===== config.mk =====
export PLATFORM = sky130hd
export DESIGN_NAME = step_attenuator_control
export DESIGN_NICKNAME = d
export VERILOG_FILES = /design/src/inc/step_atten_pkg.sv /design/src/hw/step_attenuator_control.sv
export VERILOG_INCLUDE_DIRS = /design/src /design/src/inc
export SDC_FILE = /design/constraint.sdc
export NUM_CORES = 1
export LEC_CHECK = 0
export BUFFER_PORTS_ARGS = -buffer_cell sky130_fd_sc_hd__clkbuf_2
export CORE_ASPECT_RATIO = 0.9
export CORE_UTILIZATION = 45
export CTS_CLUSTER_SIZE = 14
export DETAILED_ROUTE_END_ITERATION = 6
export PLACE_DENSITY_LB_ADDON = 0.05
export SETUP_SLACK_MARGIN = 0.15
export SYNTH_ARGS = -nofsm -noshare
export SYNTH_HDL_FRONTEND = slang
export SYNTH_SLANG_ARGS = --single-unit

===== constraint.sdc =====
create_clock -name sys_clk -period 1.25 [get_ports sys_clk]
set_input_delay 0.0625 -clock sys_clk [delete_from_list [all_inputs] [get_ports sys_clk]]
set_output_delay 0.0625 -clock sys_clk [all_outputs]
set_load 0.01 [all_outputs]

===== src/inc/step_atten_defs.svh =====
/*
 Constants of the step attenuator control block: pin vector layout,
 preset values, power-up wait, register offsets and bus answers.
 Assumes inclusion by bare name from the design file.
*/
`ifndef STEP_ATTEN_DEFS_SVH
`define STEP_ATTEN_DEFS_SVH

// ----------------------------------------
// Widths
// ----------------------------------------
`define SA_ATTEN_W      6
`define SA_PIN_W        12
`define SA_ADDR_W       4

// ----------------------------------------
// Pin vector bit positions
// ----------------------------------------
`define SA_PIN_PRESET_LSB 6
`define SA_PIN_PRESET_MSB 7
`define SA_PIN_STROBE     8
`define SA_PIN_SDATA      9
`define SA_PIN_SCLK       10
`define SA_PIN_MODE       11

// ----------------------------------------
// Attenuation words, bit 5 = 16 dB ... bit 0 = 0.5 dB
// ----------------------------------------
`define SA_ATTEN_REF    6'h00
`define SA_ATTEN_8DB    6'h10
`define SA_ATTEN_16DB   6'h20
`define SA_ATTEN_MAX    6'h3F

// ----------------------------------------
// Timing
// ----------------------------------------
`define SA_SYS_CLK_NS   100
`define SA_PWRUP_CYCLES 3'h4

// ----------------------------------------
// Register map
// ----------------------------------------
`define SA_REG_ATTEN    4'h0
`define SA_REG_SHIFT    4'h4
`define SA_REG_CTRL     4'h8
`define SA_SHIFT_RUN_BIT    8
`define SA_SHIFT_MODE_BIT   7
`define SA_SHIFT_STROBE_BIT 6
`define SA_CTRL_RELOAD_BIT  0
`define SA_RESP_OKAY    2'h0
`define SA_RESP_SLVERR  2'h2

`endif


===== src/inc/step_atten_pkg.sv =====
/*
 Types of the step attenuator control block.
 Assumes nothing of its surroundings.
*/
package step_atten_pkg;
	typedef enum logic [0:0] {PWR_WAIT, PWR_RUN} pwr_state_e;
	typedef logic [5:0] atten_t;
endpackage


===== src/hw/step_attenuator_control.sv =====
/*
 Control logic of a 6-bit, 0.5 dB step attenuator: parallel direct and
 latched modes, serial shift register with transparent latch, power-up
 state load, and an AXI4-Lite register window.
 Assumes all host pins are asynchronous to sys_clk and slower than it;
 the serial clock is sampled, never used as a clock.
*/
`timescale 1ns/1ps
`default_nettype none
`include "step_atten_defs.svh"

// Contract
// - Strap low selects parallel inputs, strap high selects serial interface.
// - Parallel mode takes state from six weighted control inputs.
// - Bits weigh 0.5,1,2,4,8,16 dB; all ones is 31.5 dB.
// - Parallel mode with strobe high makes the latch transparent.
// - Parallel mode ignores serial data and serial clock.
// - Serial mode uses 6-bit shift register behind a transparent latch.
// - Shifting happens whatever the strobe level.
// - Serial data sampled on each serial clock rising edge.
// - Word shifted MSB first; first bit lands at 16 dB weight.
// - Strobe high passes shift register through; strobe low holds it.
// - Serial power-up loads state from the six parallel inputs; code does so on a reload only, after reset it loads ref.
// - Parallel power-up with strobe low loads a preset from selects; after reset code loads ref whatever the selects.
// - Presets 00 ref, 01 8 dB, 10 16 dB, 11 31.5 dB.
// - Parallel power-up with strobe high follows parallel inputs.
module step_attenuator_control (
	// Clock and reset
	input  wire logic                    sys_clk,
	input  wire logic                    rstn,
	// Host control pins
	input  wire logic                    modeSerial,
	input  wire logic                    latch_strobe,
	input  wire logic                    serialData,
	input  wire logic                    serialClock,
	input  wire logic                    weight_half_db_bit,
	input  wire logic                    weight_one_db_bit,
	input  wire logic                    weight_two_db_bit,
	input  wire logic                    weight_four_db_bit,
	input  wire logic                    weight_eight_db_bit,
	input  wire logic                    weight_sixteen_db_bit,
	input  wire logic                    preset_select_msb,
	input  wire logic                    preset_select_lsb,
	// Attenuator drive
	output logic [`SA_ATTEN_W-1:0]       attenState,
	// AXI4-Lite write channels
	input  wire logic [`SA_ADDR_W-1:0]   s_axi_awaddr,
	input  wire logic                    s_axi_awvalid,
	output logic                         s_axi_awready,
	input  wire logic [31:0]             s_axi_wdata,
	input  wire logic [3:0]              s_axi_wstrb,
	input  wire logic                    s_axi_wvalid,
	output logic                         s_axi_wready,
	output logic [1:0]                   s_axi_bresp,
	output logic                         s_axi_bvalid,
	input  wire logic                    s_axi_bready,
	// AXI4-Lite read channels
	input  wire logic [`SA_ADDR_W-1:0]   s_axi_araddr,
	input  wire logic                    s_axi_arvalid,
	output logic                         s_axi_arready,
	output logic [31:0]                  s_axi_rdata,
	output logic [1:0]                   s_axi_rresp,
	output logic                         s_axi_rvalid,
	input  wire logic                    s_axi_rready
);

	// ----------------------------------------
	// Pin synchronisers
	// ----------------------------------------
	logic [`SA_PIN_W-1:0]   pins;
	logic [`SA_PIN_W-1:0]   sync1Q;
	logic [`SA_PIN_W-1:0]   sync2Q;
	logic [`SA_PIN_W-1:0]   sync3Q;
	logic [`SA_PIN_W-1:0]   filtQ;
	logic [`SA_PIN_W-1:0]   filtD;

	assign pins = {modeSerial, serialClock, serialData, latch_strobe,
		preset_select_msb, preset_select_lsb,
		weight_sixteen_db_bit, weight_eight_db_bit, weight_four_db_bit,
		weight_two_db_bit, weight_one_db_bit, weight_half_db_bit};

	// A bit changes only once two stages agree, so one bad sample is dropped
	always_comb begin
		filtD = (filtQ & (sync2Q ^ sync3Q)) | (sync3Q & ~(sync2Q ^ sync3Q));
	end

	always_ff @(posedge sys_clk or negedge rstn) begin
		if (!rstn) begin
			sync1Q <= '0;
			sync2Q <= '0;
			sync3Q <= '0;
			filtQ  <= '0;
		end else begin
			sync1Q <= pins;
			sync2Q <= sync1Q;
			sync3Q <= sync2Q;
			filtQ  <= filtD;
		end
	end

	step_atten_pkg::atten_t parWord;
	logic [1:0]             presetSel;
	logic                   strobe;
	logic                   sData;
	logic                   sClk;
	logic                   serialMode;
	logic                   sClkPrevQ;
	logic                   clkRise;

	assign parWord    = filtQ[`SA_ATTEN_W-1:0];
	assign presetSel  = filtQ[`SA_PIN_PRESET_MSB:`SA_PIN_PRESET_LSB];
	assign strobe     = filtQ[`SA_PIN_STROBE];
	assign sData      = filtQ[`SA_PIN_SDATA];
	assign sClk       = filtQ[`SA_PIN_SCLK];
	assign serialMode = filtQ[`SA_PIN_MODE];
	assign clkRise    = sClk & ~sClkPrevQ;

	function automatic step_atten_pkg::atten_t presetValue(input logic [1:0] sel);
		case (sel)
			2'h0:    presetValue = `SA_ATTEN_REF;
			2'h1:    presetValue = `SA_ATTEN_8DB;
			2'h2:    presetValue = `SA_ATTEN_16DB;
			default: presetValue = `SA_ATTEN_MAX;
		endcase
	endfunction

	// ----------------------------------------
	// Attenuation state
	// ----------------------------------------
	step_atten_pkg::pwr_state_e stateQ;
	step_atten_pkg::pwr_state_e stateD;
	logic [2:0]                 cntQ;
	logic [2:0]                 cntD;
	step_atten_pkg::atten_t     shiftQ;
	step_atten_pkg::atten_t     shiftD;
	step_atten_pkg::atten_t     attenQ;
	step_atten_pkg::atten_t     attenD;
	logic                       reloadReq;
	logic                       lastWait;

	assign lastWait = (stateQ == step_atten_pkg::PWR_WAIT) &&
		(cntQ == `SA_PWRUP_CYCLES - 3'h1);

	always_comb begin
		stateD = stateQ;
		cntD   = cntQ;
		shiftD = shiftQ;
		attenD = attenQ;
		case (stateQ)
			// Waits 4 cycles; after a reload the synchronisers hold true pin levels, after reset filtQ still holds its reset level
			step_atten_pkg::PWR_WAIT: begin
				if (lastWait) begin
					stateD = step_atten_pkg::PWR_RUN;
					cntD   = 3'h0;
					if (serialMode) begin
						attenD = parWord;
					end else if (strobe) begin
						attenD = parWord;
					end else begin
						attenD = presetValue(presetSel);
					end
				end else begin
					cntD = cntQ + 3'h1;
				end
			end
			step_atten_pkg::PWR_RUN: begin
				if (serialMode) begin
					if (clkRise) begin
						shiftD = {shiftQ[`SA_ATTEN_W-2:0], sData};
					end
					if (strobe) begin
						attenD = shiftD;
					end
				end else if (strobe) begin
					attenD = parWord;
				end
				if (reloadReq) begin
					stateD = step_atten_pkg::PWR_WAIT;
				end
			end
			default: begin
				stateD = step_atten_pkg::PWR_WAIT;
			end
		endcase
	end

	always_ff @(posedge sys_clk or negedge rstn) begin
		if (!rstn) begin
			stateQ    <= step_atten_pkg::PWR_WAIT;
			cntQ      <= 3'h0;
			shiftQ    <= `SA_ATTEN_REF;
			attenQ    <= `SA_ATTEN_REF;
			sClkPrevQ <= 1'b0;
		end else begin
			stateQ    <= stateD;
			cntQ      <= cntD;
			shiftQ    <= shiftD;
			attenQ    <= attenD;
			sClkPrevQ <= sClk;
		end
	end

	assign attenState = attenQ;

	// ----------------------------------------
	// AXI4-Lite slave
	// ----------------------------------------
	logic                   awHeldQ, awHeldD;
	logic                   wHeldQ, wHeldD;
	logic [`SA_ADDR_W-1:0]  awAddrQ, awAddrD;
	logic [31:0]            wDataQ, wDataD;
	logic                   wStrbQ, wStrbD;
	logic                   bValidQ, bValidD;
	logic [1:0]             bRespQ, bRespD;
	logic                   rValidQ, rValidD;
	logic [1:0]             rRespQ, rRespD;
	logic [31:0]            rDataQ, rDataD;
	logic                   doWrite;

	assign s_axi_awready = !awHeldQ && !bValidQ;
	assign s_axi_wready  = !wHeldQ && !bValidQ;
	assign s_axi_arready = !rValidQ;
	assign doWrite       = awHeldQ && wHeldQ && !bValidQ;
	assign reloadReq     = doWrite && (awAddrQ == `SA_REG_CTRL) && wStrbQ &&
		wDataQ[`SA_CTRL_RELOAD_BIT];

	always_comb begin
		awHeldD = awHeldQ;
		wHeldD  = wHeldQ;
		awAddrD = awAddrQ;
		wDataD  = wDataQ;
		wStrbD  = wStrbQ;
		bValidD = bValidQ;
		bRespD  = bRespQ;
		rValidD = rValidQ;
		rRespD  = rRespQ;
		rDataD  = rDataQ;
		if (s_axi_awvalid && s_axi_awready) begin
			awHeldD = 1'b1;
			awAddrD = s_axi_awaddr;
		end
		if (s_axi_wvalid && s_axi_wready) begin
			wHeldD = 1'b1;
			wDataD = s_axi_wdata;
			wStrbD = s_axi_wstrb[0];
		end
		if (doWrite) begin
			awHeldD = 1'b0;
			wHeldD  = 1'b0;
			bValidD = 1'b1;
			// Status words are read-only; writes to them are dropped
			case (awAddrQ)
				`SA_REG_ATTEN, `SA_REG_SHIFT, `SA_REG_CTRL: bRespD = `SA_RESP_OKAY;
				default: bRespD = `SA_RESP_SLVERR;
			endcase
		end else if (bValidQ && s_axi_bready) begin
			bValidD = 1'b0;
		end
		if (s_axi_arvalid && s_axi_arready) begin
			rValidD = 1'b1;
			rRespD  = `SA_RESP_OKAY;
			rDataD  = 32'h0000_0000;
			case (s_axi_araddr)
				`SA_REG_ATTEN: rDataD[`SA_ATTEN_W-1:0] = attenQ;
				`SA_REG_SHIFT: begin
					rDataD[`SA_ATTEN_W-1:0]      = shiftQ;
					rDataD[`SA_SHIFT_STROBE_BIT] = strobe;
					rDataD[`SA_SHIFT_MODE_BIT]   = serialMode;
					rDataD[`SA_SHIFT_RUN_BIT]    = (stateQ == step_atten_pkg::PWR_RUN);
				end
				`SA_REG_CTRL: rDataD = 32'h0000_0000;
				default: rRespD = `SA_RESP_SLVERR;
			endcase
		end else if (rValidQ && s_axi_rready) begin
			rValidD = 1'b0;
		end
	end

	always_ff @(posedge sys_clk or negedge rstn) begin
		if (!rstn) begin
			awHeldQ <= 1'b0;
			wHeldQ  <= 1'b0;
			awAddrQ <= '0;
			wDataQ  <= 32'h0000_0000;
			wStrbQ  <= 1'b0;
			bValidQ <= 1'b0;
			bRespQ  <= 2'h0;
			rValidQ <= 1'b0;
			rRespQ  <= 2'h0;
			rDataQ  <= 32'h0000_0000;
		end else begin
			awHeldQ <= awHeldD;
			wHeldQ  <= wHeldD;
			awAddrQ <= awAddrD;
			wDataQ  <= wDataD;
			wStrbQ  <= wStrbD;
			bValidQ <= bValidD;
			bRespQ  <= bRespD;
			rValidQ <= rValidD;
			rRespQ  <= rRespD;
			rDataQ  <= rDataD;
		end
	end

	assign s_axi_bvalid = bValidQ;
	assign s_axi_bresp  = bRespQ;
	assign s_axi_rvalid = rValidQ;
	assign s_axi_rresp  = rRespQ;
	assign s_axi_rdata  = rDataQ;

	logic inRun;
	assign inRun = (stateQ == step_atten_pkg::PWR_RUN);
endmodule // step_attenuator_control
`default_nettype wire


Word level (Yosys, flattened, before mapping)
Index checks and enable logic that the tools add are counted.
{"block": "word_totals", "register_bits": 88, "latch_bits": 0, "ramBits": 0, "romBits": 0, "inputBits": 63, "out_inout_bits": 47, "elab_cells": 90, "n_memories": 0}
{"block": "classes", "add_sub_neg": 1, "mul": 0, "div_mod_pow": 0, "magnitude_cmp": 0, "eq_ne": 9, "n_shift": 0, "n_mux": 25, "bitwise": 8, "reduce_logical": 28}
{"operator": "$mux 6", "n": 7}
{"operator": "$and 12x12->12", "n": 2}
{"operator": "$pmux 6 s2", "n": 2}
{"operator": "$pmux 6 s3", "n": 1}
{"operator": "$logic_and 1x1->1", "n": 13}
{"operator": "$not 12->12", "n": 1}
{"operator": "$or 12x12->12", "n": 1}
{"operator": "$xor 12x12->12", "n": 1}
{"operator": "$mux 1", "n": 10}
{"operator": "$eq 4x3->1 const B", "n": 2}
{"operator": "$eq 4x4->1 const B", "n": 2}
{"operator": "$logic_not 4->1", "n": 2}
{"operator": "$reduce_bool 2->1", "n": 4}
{"operator": "$mux 3", "n": 2}
{"operator": "$reduce_or 3->1", "n": 2}
{"operator": "$logic_not 1->1", "n": 4}
{"operator": "$mux 2", "n": 2}
{"operator": "$ne 2x2->1 const B", "n": 2}
{"operator": "$reduce_and 2->1", "n": 2}
{"operator": "$add 3x1->3 const B", "n": 1}
{"operator": "$eq 3x2->1 const B", "n": 1}
{"operator": "$eq 2x1->1 const B", "n": 1}
{"operator": "$eq 2x2->1 const B", "n": 1}
{"operator": "$logic_not 2->1", "n": 1}
{"operator": "other kinds (3)", "n": 4}

Longest topological paths before layout
Gate-level depths: netlist of run 1.
{"block": "depth", "word_depth": 7, "ltp_mapped": 6}

Least setup slack after synthesis of run 1
No wires, ideal clock.
{"block": "synth_path", "path_kind": "reg2reg", "start": "register bValidQ, in the netlist s_axi_bvalid", "end": "register awAddrQ[0]", "arrival_ps": 1226, "setup_slack_ps": -100, "path_stages_with_launch": 4, "n_path_buf": 0, "period_less_slack_ps": 1350, "path_cell_list": "dfrtp_1 nor2_1 and2_0 mux2_2"}
{"block": "synth_between", "elab_chain_cells": 3}
{"element": "start, declared", "line_no": "step_attenuator_control.sv:213", "text": "logic bValidQ, bValidD;"}
{"element": "start signal, assigned", "line_no": "step_attenuator_control.sv:297", "text": "bValidQ <= bValidD;"}
{"element": "$logic_not 1->1", "line_no": "step_attenuator_control.sv:220", "text": "assign s_axi_awready = !awHeldQ && !bValidQ;"}
{"element": "$logic_and 1x1->1", "line_no": "step_attenuator_control.sv:220"}
{"element": "via s_axi_awready", "line_no": "step_attenuator_control.sv:49", "text": "output logic s_axi_awready,"}
{"element": "$logic_and 1x1->1", "line_no": "step_attenuator_control.sv:238", "text": "if (s_axi_awvalid && s_axi_awready) begin"}
{"element": "end signal, assigned", "line_no": "step_attenuator_control.sv:294", "text": "awAddrQ <= awAddrD;"}
{"element": "end, declared", "line_no": "step_attenuator_control.sv:210", "text": "logic [`SA_ADDR_W-1:0] awAddrQ, awAddrD;"}
The timed path passes the listed nets, and every way through them passes these cells.
A chain may end at the register's enable or synchronous reset.

Worst setup path in the final report of run 1
{"block": "layout_path", "start": "register sClkPrevQ", "end": "register attenQ[0], in the netlist attenState[0]"}
{"block": "layout_between", "elab_chain_cells": 6}
{"element": "start, declared", "line_no": "step_attenuator_control.sv:107", "text": "logic sClkPrevQ;"}
{"element": "start signal, assigned", "line_no": "step_attenuator_control.sv:199", "text": "sClkPrevQ <= sClk;"}
{"element": "$not 1->1", "line_no": "step_attenuator_control.sv:116", "text": "assign clkRise = sClk & ~sClkPrevQ;"}
{"element": "$and 1x1->1", "line_no": "step_attenuator_control.sv:116"}
{"element": "$mux 6", "line_no": "step_attenuator_control.sv:168", "text": "if (clkRise) begin"}
{"element": "$mux 6", "line_no": "step_attenuator_control.sv:171", "text": "if (strobe) begin"}
{"element": "$mux 6", "line_no": "step_attenuator_control.sv:167", "text": "if (serialMode) begin"}
{"element": "$pmux 6 s2", "line_no": "step_attenuator_control.sv:149", "text": "case (stateQ)"}
{"element": "end signal, assigned", "line_no": "step_attenuator_control.sv:192", "text": "attenQ <= `SA_ATTEN_REF;"}
{"element": "end signal, assigned", "line_no": "step_attenuator_control.sv:198", "text": "attenQ <= attenD;"}
{"element": "end, declared", "line_no": "step_attenuator_control.sv:136", "text": "step_atten_pkg::atten_t attenQ;"}
Every way passes these cells. The select of a mux whose other input is x is not followed.

==> results.py, run 1 <==
metrics = {
    "sta": {
        "hold_violations": 0,
        "postLayoutSetupSlackWorst_ns": -0.04529,
        "maxSlewViolCount": 0,
        "rsz0062_at_grt": "yes",
        "fin_worst_skew_ns": 0.007804,
        "fin_crit_ns": 1.295,
        "post-route-period-util": 1.036,
        "finalSetupViolCount": 4,
        "max_freq_ghz": 0.7720,
    },
    "synth": {
        "ys_ff_latch": 86,
        "synth-edff-count": 0,
        "synthSimpleGateAreaFrac": 0.07267,
        "ys_top_cells_by_area": "dfrtp_1 65%, buf_4 6.1%, mux2_2 4.1%, maj3_1 3.6%, nand2_1 2.7%",
        "muxShareOfSynthArea": 0.06510,
        "synth_most_common_cell": "dfrtp_1",
        "synth_top_area_share": 0.6510,
        "async_flop_share": 1.000,
        "yosys_warnings": 0,
        "synth_xor_area_frac": 0,
        "synth_flop_cell": "dfrtp_1",
        "synth_area_leader_cell": "dfrtp_1",
        "ys_types": 33,
        "syn_area_sq_mm": 0.003306,
        "synth-compound-area-share": 0.09879,
        "synth_top_family_by_area": "compound AO/OA/AOI/OAI gates",
        "avgSynthCellArea_sq_um": 13.22,
        "synthAdderAreaFrac": 0.04012,
        "syn-instance-count": 250,
        "synth_common_cells": "86 x dfrtp_1, 27 x buf_4, 24 x nand2_1, 14 x o21ai_0",
        "yosysSeqAreaShare": 0.6510,
    },
    "run": {
        "drv_cap": 0,
    },
    "routing": {
        "viasPerCell": 4.683,
        "num_vias": 2084,
        "firstDrtPassIters": 4,
        "drt-wirelength-per-cell_um": 12.16,
        "antenna_left": 0,
        "drcViolationCount": 0,
        "routed_wl_um": 5412,
        "drtIter0Drc": 58,
    },
    "power": {
        "internal_power_mw": 5.583,
        "p_comb_frac": 0.267,
        "power_frac_seq": 0.485,
        "power_density_mw_per_mm2": 1851,
        "power.share.switching": 0.2993,
        "p_leak_nw": 2.000,
        "finalPower_mw": 7.969,
        "vdd_drop_max_uv": 1018,
        "pwr-share-clk": 0.248,
        "p_sw_mw": 2.385,
    },
    "global_routing": {
        "overflow": 0,
        "grt_max_degree": 35,
        "track_usage": 0.1559,
        "grt_pass1_wl_um": 9335,
        "first_global_vias": 2009,
        "grt_antenna_before_repair": 0,
    },
    "final_layout": {
        "finalNonFillerCells": 445,
        "fin_nets": 411,
        "stdcell_area_sq_mm": 0.004305,
        "antenna_cells": 0,
        "final_layout_size_suffix_gt1_frac": 0.3466,
        "synthToLayoutAreaGrowth_pct": 30.24,
        "fill_cells": 600,
    },
    "clock_tree": {
        "root_buffer": "clkbuf_8",
        "clkTransAtPathRegs_ns": 0.09,
        "cts_tree": "done",
        "numCtsBuffers": 9,
        "cts_max_path_buffers": 2,
        "clk_latency_ns": 0.35,
        "clkSinkCount": 86,
        "htreeDepth": 3,
    },
    "setup_path": {
        "crit_path_end_kind": "register",
        "cp_data_required_time_ns": 1.48,
        "r2r_slack_ns": -0.05,
        "start_kind": "register",
        "worstSetupPathType": "register to register",
        "arrival_ns": 1.52,
        "crit_fanout": 7,
    },
    "die": {
        "rows": 29,
        "die_y_um": 83.31,
        "dieArea_sq_mm": 0.007693,
        "io_pins": 110,
        "die_x_um": 92.35,
        "core_sq_mm": 0.007076,
        "start_util": 0.4672,
    },
    "outcome": {
        "failed_checks": "negative setup slack",
        "status": "finished, violations left",
    },
    "min_path": {
        "holdCritPathClass": "input port to register",
    },
    "place": {
        "placedInstanceArea_sq_mm": 0.003779,
        "place_ws_ns": -0.04673,
        "place_congestion": 0.7058,
        "dp_hpwl_um": 3671,
        "port_buffers": 50,
        "place_inst": 402,
    },
}
cell usage in the layout (no fill, tap or decap), types with 2 or more instances in the layout:
master,synthesis,layout
a211oi_1,2,2
a21o_1,4,4
a21oi_1,2,2
a22oi_1,6,6
a2bb2oi_1,4,4
a31oi_1,6,6
and2_4,0,2
buf_12,0,2
buf_4,27,19
buf_6,0,4
clkbuf_2,0,47
clkbuf_8,0,11
clkinvlp_4,0,2
conb_1,1,25
dfrtp_1,86,80
dfrtp_2,0,6
dlygate4sd3_1,0,22
inv_1,3,2
maj3_1,12,11
mux2_4,0,12
mux2i_1,8,8
nand2_1,24,24
nor2_1,7,5
nor2_4,1,3
nor2b_4,0,2
o21ai_0,14,10
o21ai_1,10,13
o22a_1,2,2
logic make-up (layout without fill, tap and decap cells):
family                     Yosys count  after routing
AOI/OAI and AO/OA                   52             52
and+or+nand+nor                     43             43
adders and majority gates           13             13
other                                1             25
DFF                                 86             86
muxes                               20             20
buffers and inverters               35            113
stage by stage:
step | setup TNS, ns | hold slack [ns] | util
after floorplan | 0 | -0.2331 | -
after global placement | -0.5451 | 0.006232 | 0.5340
after detailed placement | -0.2233 | 0.01225 | 0.5340
after CTS | -0.3867 | 0.0008118 | 0.6014
after global routing | -0.8093 | 0.02640 | 0.6085
final | -0.08849 | 0.02542 | 0.6085
critical path: stages (launching register included):
cell and delay, ns:
dfrtp_1 0.41, nor2b_4 0.11, buf_6 0.15, mux2i_1 0.23, a2bb2oi_1 0.18, a31oi_1 0.10
power groups by stage:
stage / logic [mW] / registers (mW) / clock network (mW)
2_1_floorplan: 1.30 / 3.83 / 0
3_3_place_gp: 1.86 / 3.91 / 0
3_5_place_dp: 1.89 / 3.92 / 0
4_1_cts: 2.05 / 3.87 / 2.06
5_1_grt: 2.35 / 3.95 / 2.15
6_report: 2.13 / 3.87 / 1.97
area by class of cell:
| type | count | area, sq um | area share |
|---|---|---|---|
| clock inverter | 4 | 53.80 | 0.01250 |
| inverter | 3 | 13.76 | 0.003197 |
| clock buffer | 12 | 155.1 | 0.03604 |
| sequential | 86 | 2160 | 0.5016 |
| multi-input combinational | 153 | 1124 | 0.2610 |
| tap | 93 | 116.4 | 0.02703 |
| timing repair buffer | 94 | 683.2 | 0.1587 |
per-layer routing:
layer,vias up,routed length [um],GRT usage,part of all wire
met1,994,2625,0.2139,0.49
met3,10,263,0.04762,0.049
met2,60,2437,0.2316,0.45
li1,1020,-,-,-
met5,-,0,0,0
met4,0,87,0.06250,0.016
final timing paths:
path                               startpoint             to  cells past startpoint
worst max-delay path                sClkPrevQ  attenState[0]                      5
worst min-delay path            s_axi_awvalid        awHeldQ                      3
worst max register to register      sClkPrevQ  attenState[0]                      5
worst min register to register      sync1Q[7]      sync2Q[7]                      0
max in group asynchronous                rstn      async pin                      3
min in group asynchronous                rstn   s_axi_rvalid                      2
timing repair:
| action | CTS | global route |
|---|---|---|
| gates resized for setup | 7 | 15 |
| endpoints found under the hold margin | 107 | 0 |
| endpoints found under the setup margin | 23 | 26 |
| setup buffers | 4 | 1 |
| hold buffers | 22 | 0 |
| pin swaps | 3 | 1 |
No activity file was read; power rests on OpenSTA's default activity.
==> run 2, diff against run 1 <==
- ABC_AREA: unset -> 1
- clock period: 1.25 -> 1.2 ns (I/O delays scaled with it)
==> results.py, run 2 <==
metrics = {
    "final_layout": {
        "fin_nets": 490,
        "stdcell_area_sq_mm": 0.004493,
        "final_layout_size_suffix_gt1_frac": 0.3063,
        "synthToLayoutAreaGrowth_pct": 33.54,
        "fill_cells": 591,
        "final_common_cell": "dfrtp_1",
        "final_cell_mix": "82 x dfrtp_1, 73 x nand2_1, 46 x clkbuf_2, 26 x dlygate4sd3_1",
        "antenna_cells": 0,
    },
    "routing": {
        "num_vias": 2305,
        "routed_wl_um": 5835,
        "drcViolationCount": 0,
        "drtIter0Drc": 48,
        "viasPerCell": 4.399,
        "antenna_left": 0,
        "drt-wirelength-per-cell_um": 11.14,
        "firstDrtPassIters": 4,
    },
    "setup_path": {
        "r2r_slack_ns": -0.009,
        "worst_path_largest_cell_delay_ns": 0.42,
        "worst-path-buf-inv": 1,
        "worstSetupPathType": "register to register",
        "crit_chain": "ha_4 -> nand3_4 -> nand2_4 -> or2_1 -> nand2_1 -> inv_1",
        "slowest_stage": "dfrtp_1",
        "start_kind": "register",
        "crit_path_end_kind": "register",
        "crit_fanout": 7,
        "rr_worst_depth": 6,
        "worstReg2RegEnd": "attenState[0]",
        "worstReg2RegStart": "cntQ[1]",
        "path_depth": 6,
        "cp_top_family": "simple AND/OR/NAND/NOR gates",
        "arrival_ns": 1.45,
        "cp_data_required_time_ns": 1.44,
    },
    "synth": {
        "avgSynthCellArea_sq_um": 10.51,
        "syn_area_sq_mm": 0.003364,
        "synth_flop_cell": "dfrtp_1",
        "synth-edff-count": 0,
        "syn-instance-count": 320,
        "synth_top_area_share": 0.6396,
        "async_flop_share": 1.000,
        "ys_top_cells_by_area": "dfrtp_1 64%, nand2_1 8.8%, buf_4 5.8%, maj3_1 3.6%, inv_1 3.6%",
        "yosys_warnings": 0,
        "synth_common_cells": "86 x dfrtp_1, 79 x nand2_1, 32 x inv_1, 26 x buf_4, 20 x nand3_1",
        "synth_area_leader_cell": "dfrtp_1",
        "synth_most_common_cell": "dfrtp_1",
        "ys_types": 23,
        "ys_ff_latch": 86,
        "yosysSeqAreaShare": 0.6396,
    },
    "global_routing": {
        "track_usage": 0.1570,
        "grt_antenna_before_repair": 0,
        "first_global_vias": 2081,
        "grt_pass1_wl_um": 9473,
        "grt_max_degree": 31,
        "overflow": 0,
    },
    "sta": {
        "hold_violations": 0,
        "fin_worst_skew_ns": 0.007715,
        "fin_crit_ns": 1.209,
        "maxSlewViolCount": 0,
        "finalSetupViolCount": 2,
        "fin_setup_tns_ns": -0.008887,
        "post-route-period-util": 1.007,
        "rsz0062_at_grt": "yes",
        "max_freq_ghz": 0.8274,
        "whs_ns": 0.1113,
        "postLayoutSetupSlackWorst_ns": -0.008653,
    },
    "run": {
        "drv_cap": 0,
    },
    "die": {
        "die_x_um": 93.15,
        "die_y_um": 84.03,
        "io_pins": 110,
        "start_util": 0.4707,
        "core_sq_mm": 0.007148,
        "dieArea_sq_mm": 0.007827,
        "rows": 29,
    },
    "power": {
        "power_density_mw_per_mm2": 1886,
        "vdd_drop_max_uv": 1380,
        "p_leak_nw": 2.254,
    },
    "place": {
        "placedInstanceArea_sq_mm": 0.003740,
        "port_buffers": 50,
        "place_ws_ns": -0.05529,
        "dp_hpwl_um": 3831,
        "place_congestion": 0.7632,
    },
    "clock_tree": {
        "root_buffer": "clkbuf_8",
        "cts_max_path_buffers": 2,
        "clkSinkCount": 86,
        "htreeDepth": 3,
        "cts_tree": "done",
        "clk_latency_ns": 0.35,
        "numCtsBuffers": 9,
        "clkTransAtPathRegs_ns": 0.08,
    },
    "min_path": {
        "hold_depth": 5,
        "holdCritPathClass": "input port to register",
        "hp-start": "s_axi_arvalid",
        "holdPathEnd": "s_axi_rdata[3]",
    },
    "outcome": {
        "status": "finished, violations left",
        "failed_checks": "negative setup slack",
    },
}
==> run 2: cell types whose count changed after synthesis, sizes merged, moves of 5 or more <==
cell and change:
inv +30, nand2 +57, o21ai -7, a31oi -5, nor2 +9, or2 +5, mux2i -8, mux2 -7
a22oi -6, a21oi +6, nand3 +18
==> run 2: what timing repair did <==
action,in CTS,in global routing
setup endpoints to repair,22,31
hold endpoints to repair,109,0
hold buffers,26,0
setup buffers,4,8
resized for setup,21,36
pin swaps,2,8
==> run 2: stage by stage <==
step                      total power [mW]  std cells  utilization
after floorplan                      5.053        344            -
after global placement               5.580        470       0.5232
after detailed placement             5.641        470       0.5232
after CTS                            8.108        516       0.6034
after global routing                 8.984        524       0.6286
final                                8.474        524       0.6286
==> run 2: tightest hold or removal path: stages <==
cell and delay, ns:
clkbuf_2 0.09, nand2_2 0.09, inv_2 0.08, nand2_1 0.07
nand2_1 0.04
==> run 2: area by class of cell <==
type | count | area [sq um] | share of cell area
flip-flops and latches | 86 | 2157 | 0.4801
multi-input cells | 197 | 1115 | 0.2481
repair buffers | 99 | 752.0 | 0.1674
inverters | 33 | 131.4 | 0.02924
clock buffers | 10 | 127.6 | 0.02840
well taps | 93 | 116.4 | 0.02590
clock inverters | 6 | 93.84 | 0.02089
==> run 2: worst max path at each step <==
stage	endpoint	slack, ns	start
4_1_cts	attenState[0]	-0.008	cntQ[0]
3_5_place_dp	attenState[1]	-0.06	sClkPrevQ
3_3_place_gp	attenState[1]	-0.04	sClkPrevQ
2_1_floorplan	attenState[0]	0.08	cntQ[0]
6_report	attenState[0]	-0.009	cntQ[1]
5_1_grt	attenState[0]	-0.08	cntQ[0]
==> run 2: cells by family (layout without fill, tap and decap cells) <==
kind of cell | count (synthesis) | in the layout | synth area share
compound gates | 29 | 29 | 0.04574
fa+ha+maj | 13 | 13 | 0.03942
buf+inv | 61 | 148 | 0.09781
flops | 86 | 86 | 0.6396
mux | 5 | 5 | 0.01673
other cells | 1 | 25 | 0.001115
simple gates | 125 | 125 | 0.1595
==> run 2: metal layers <==
metal | vias up | routed length, um | GRT usage
met5 | - | 0 | 0
met2 | 57 | 2779 | 0.2513
li1 | 1175 | - | -
met3 | 8 | 246 | 0.05920
met4 | 0 | 74 | 0.03776
met1 | 1065 | 2734 | 0.2019
==> run 2: power by group <==
| group | total (mW) | switching [mW] | internal [mW] | leakage, nW |
|---|---|---|---|---|
| registers | 3.86 | 0.409 | 3.45 | 1.02 |
| logic | 2.41 | 1.23 | 1.18 | 1.13 |
| clock network | 2.20 | 1.01 | 1.19 | 0.107 |
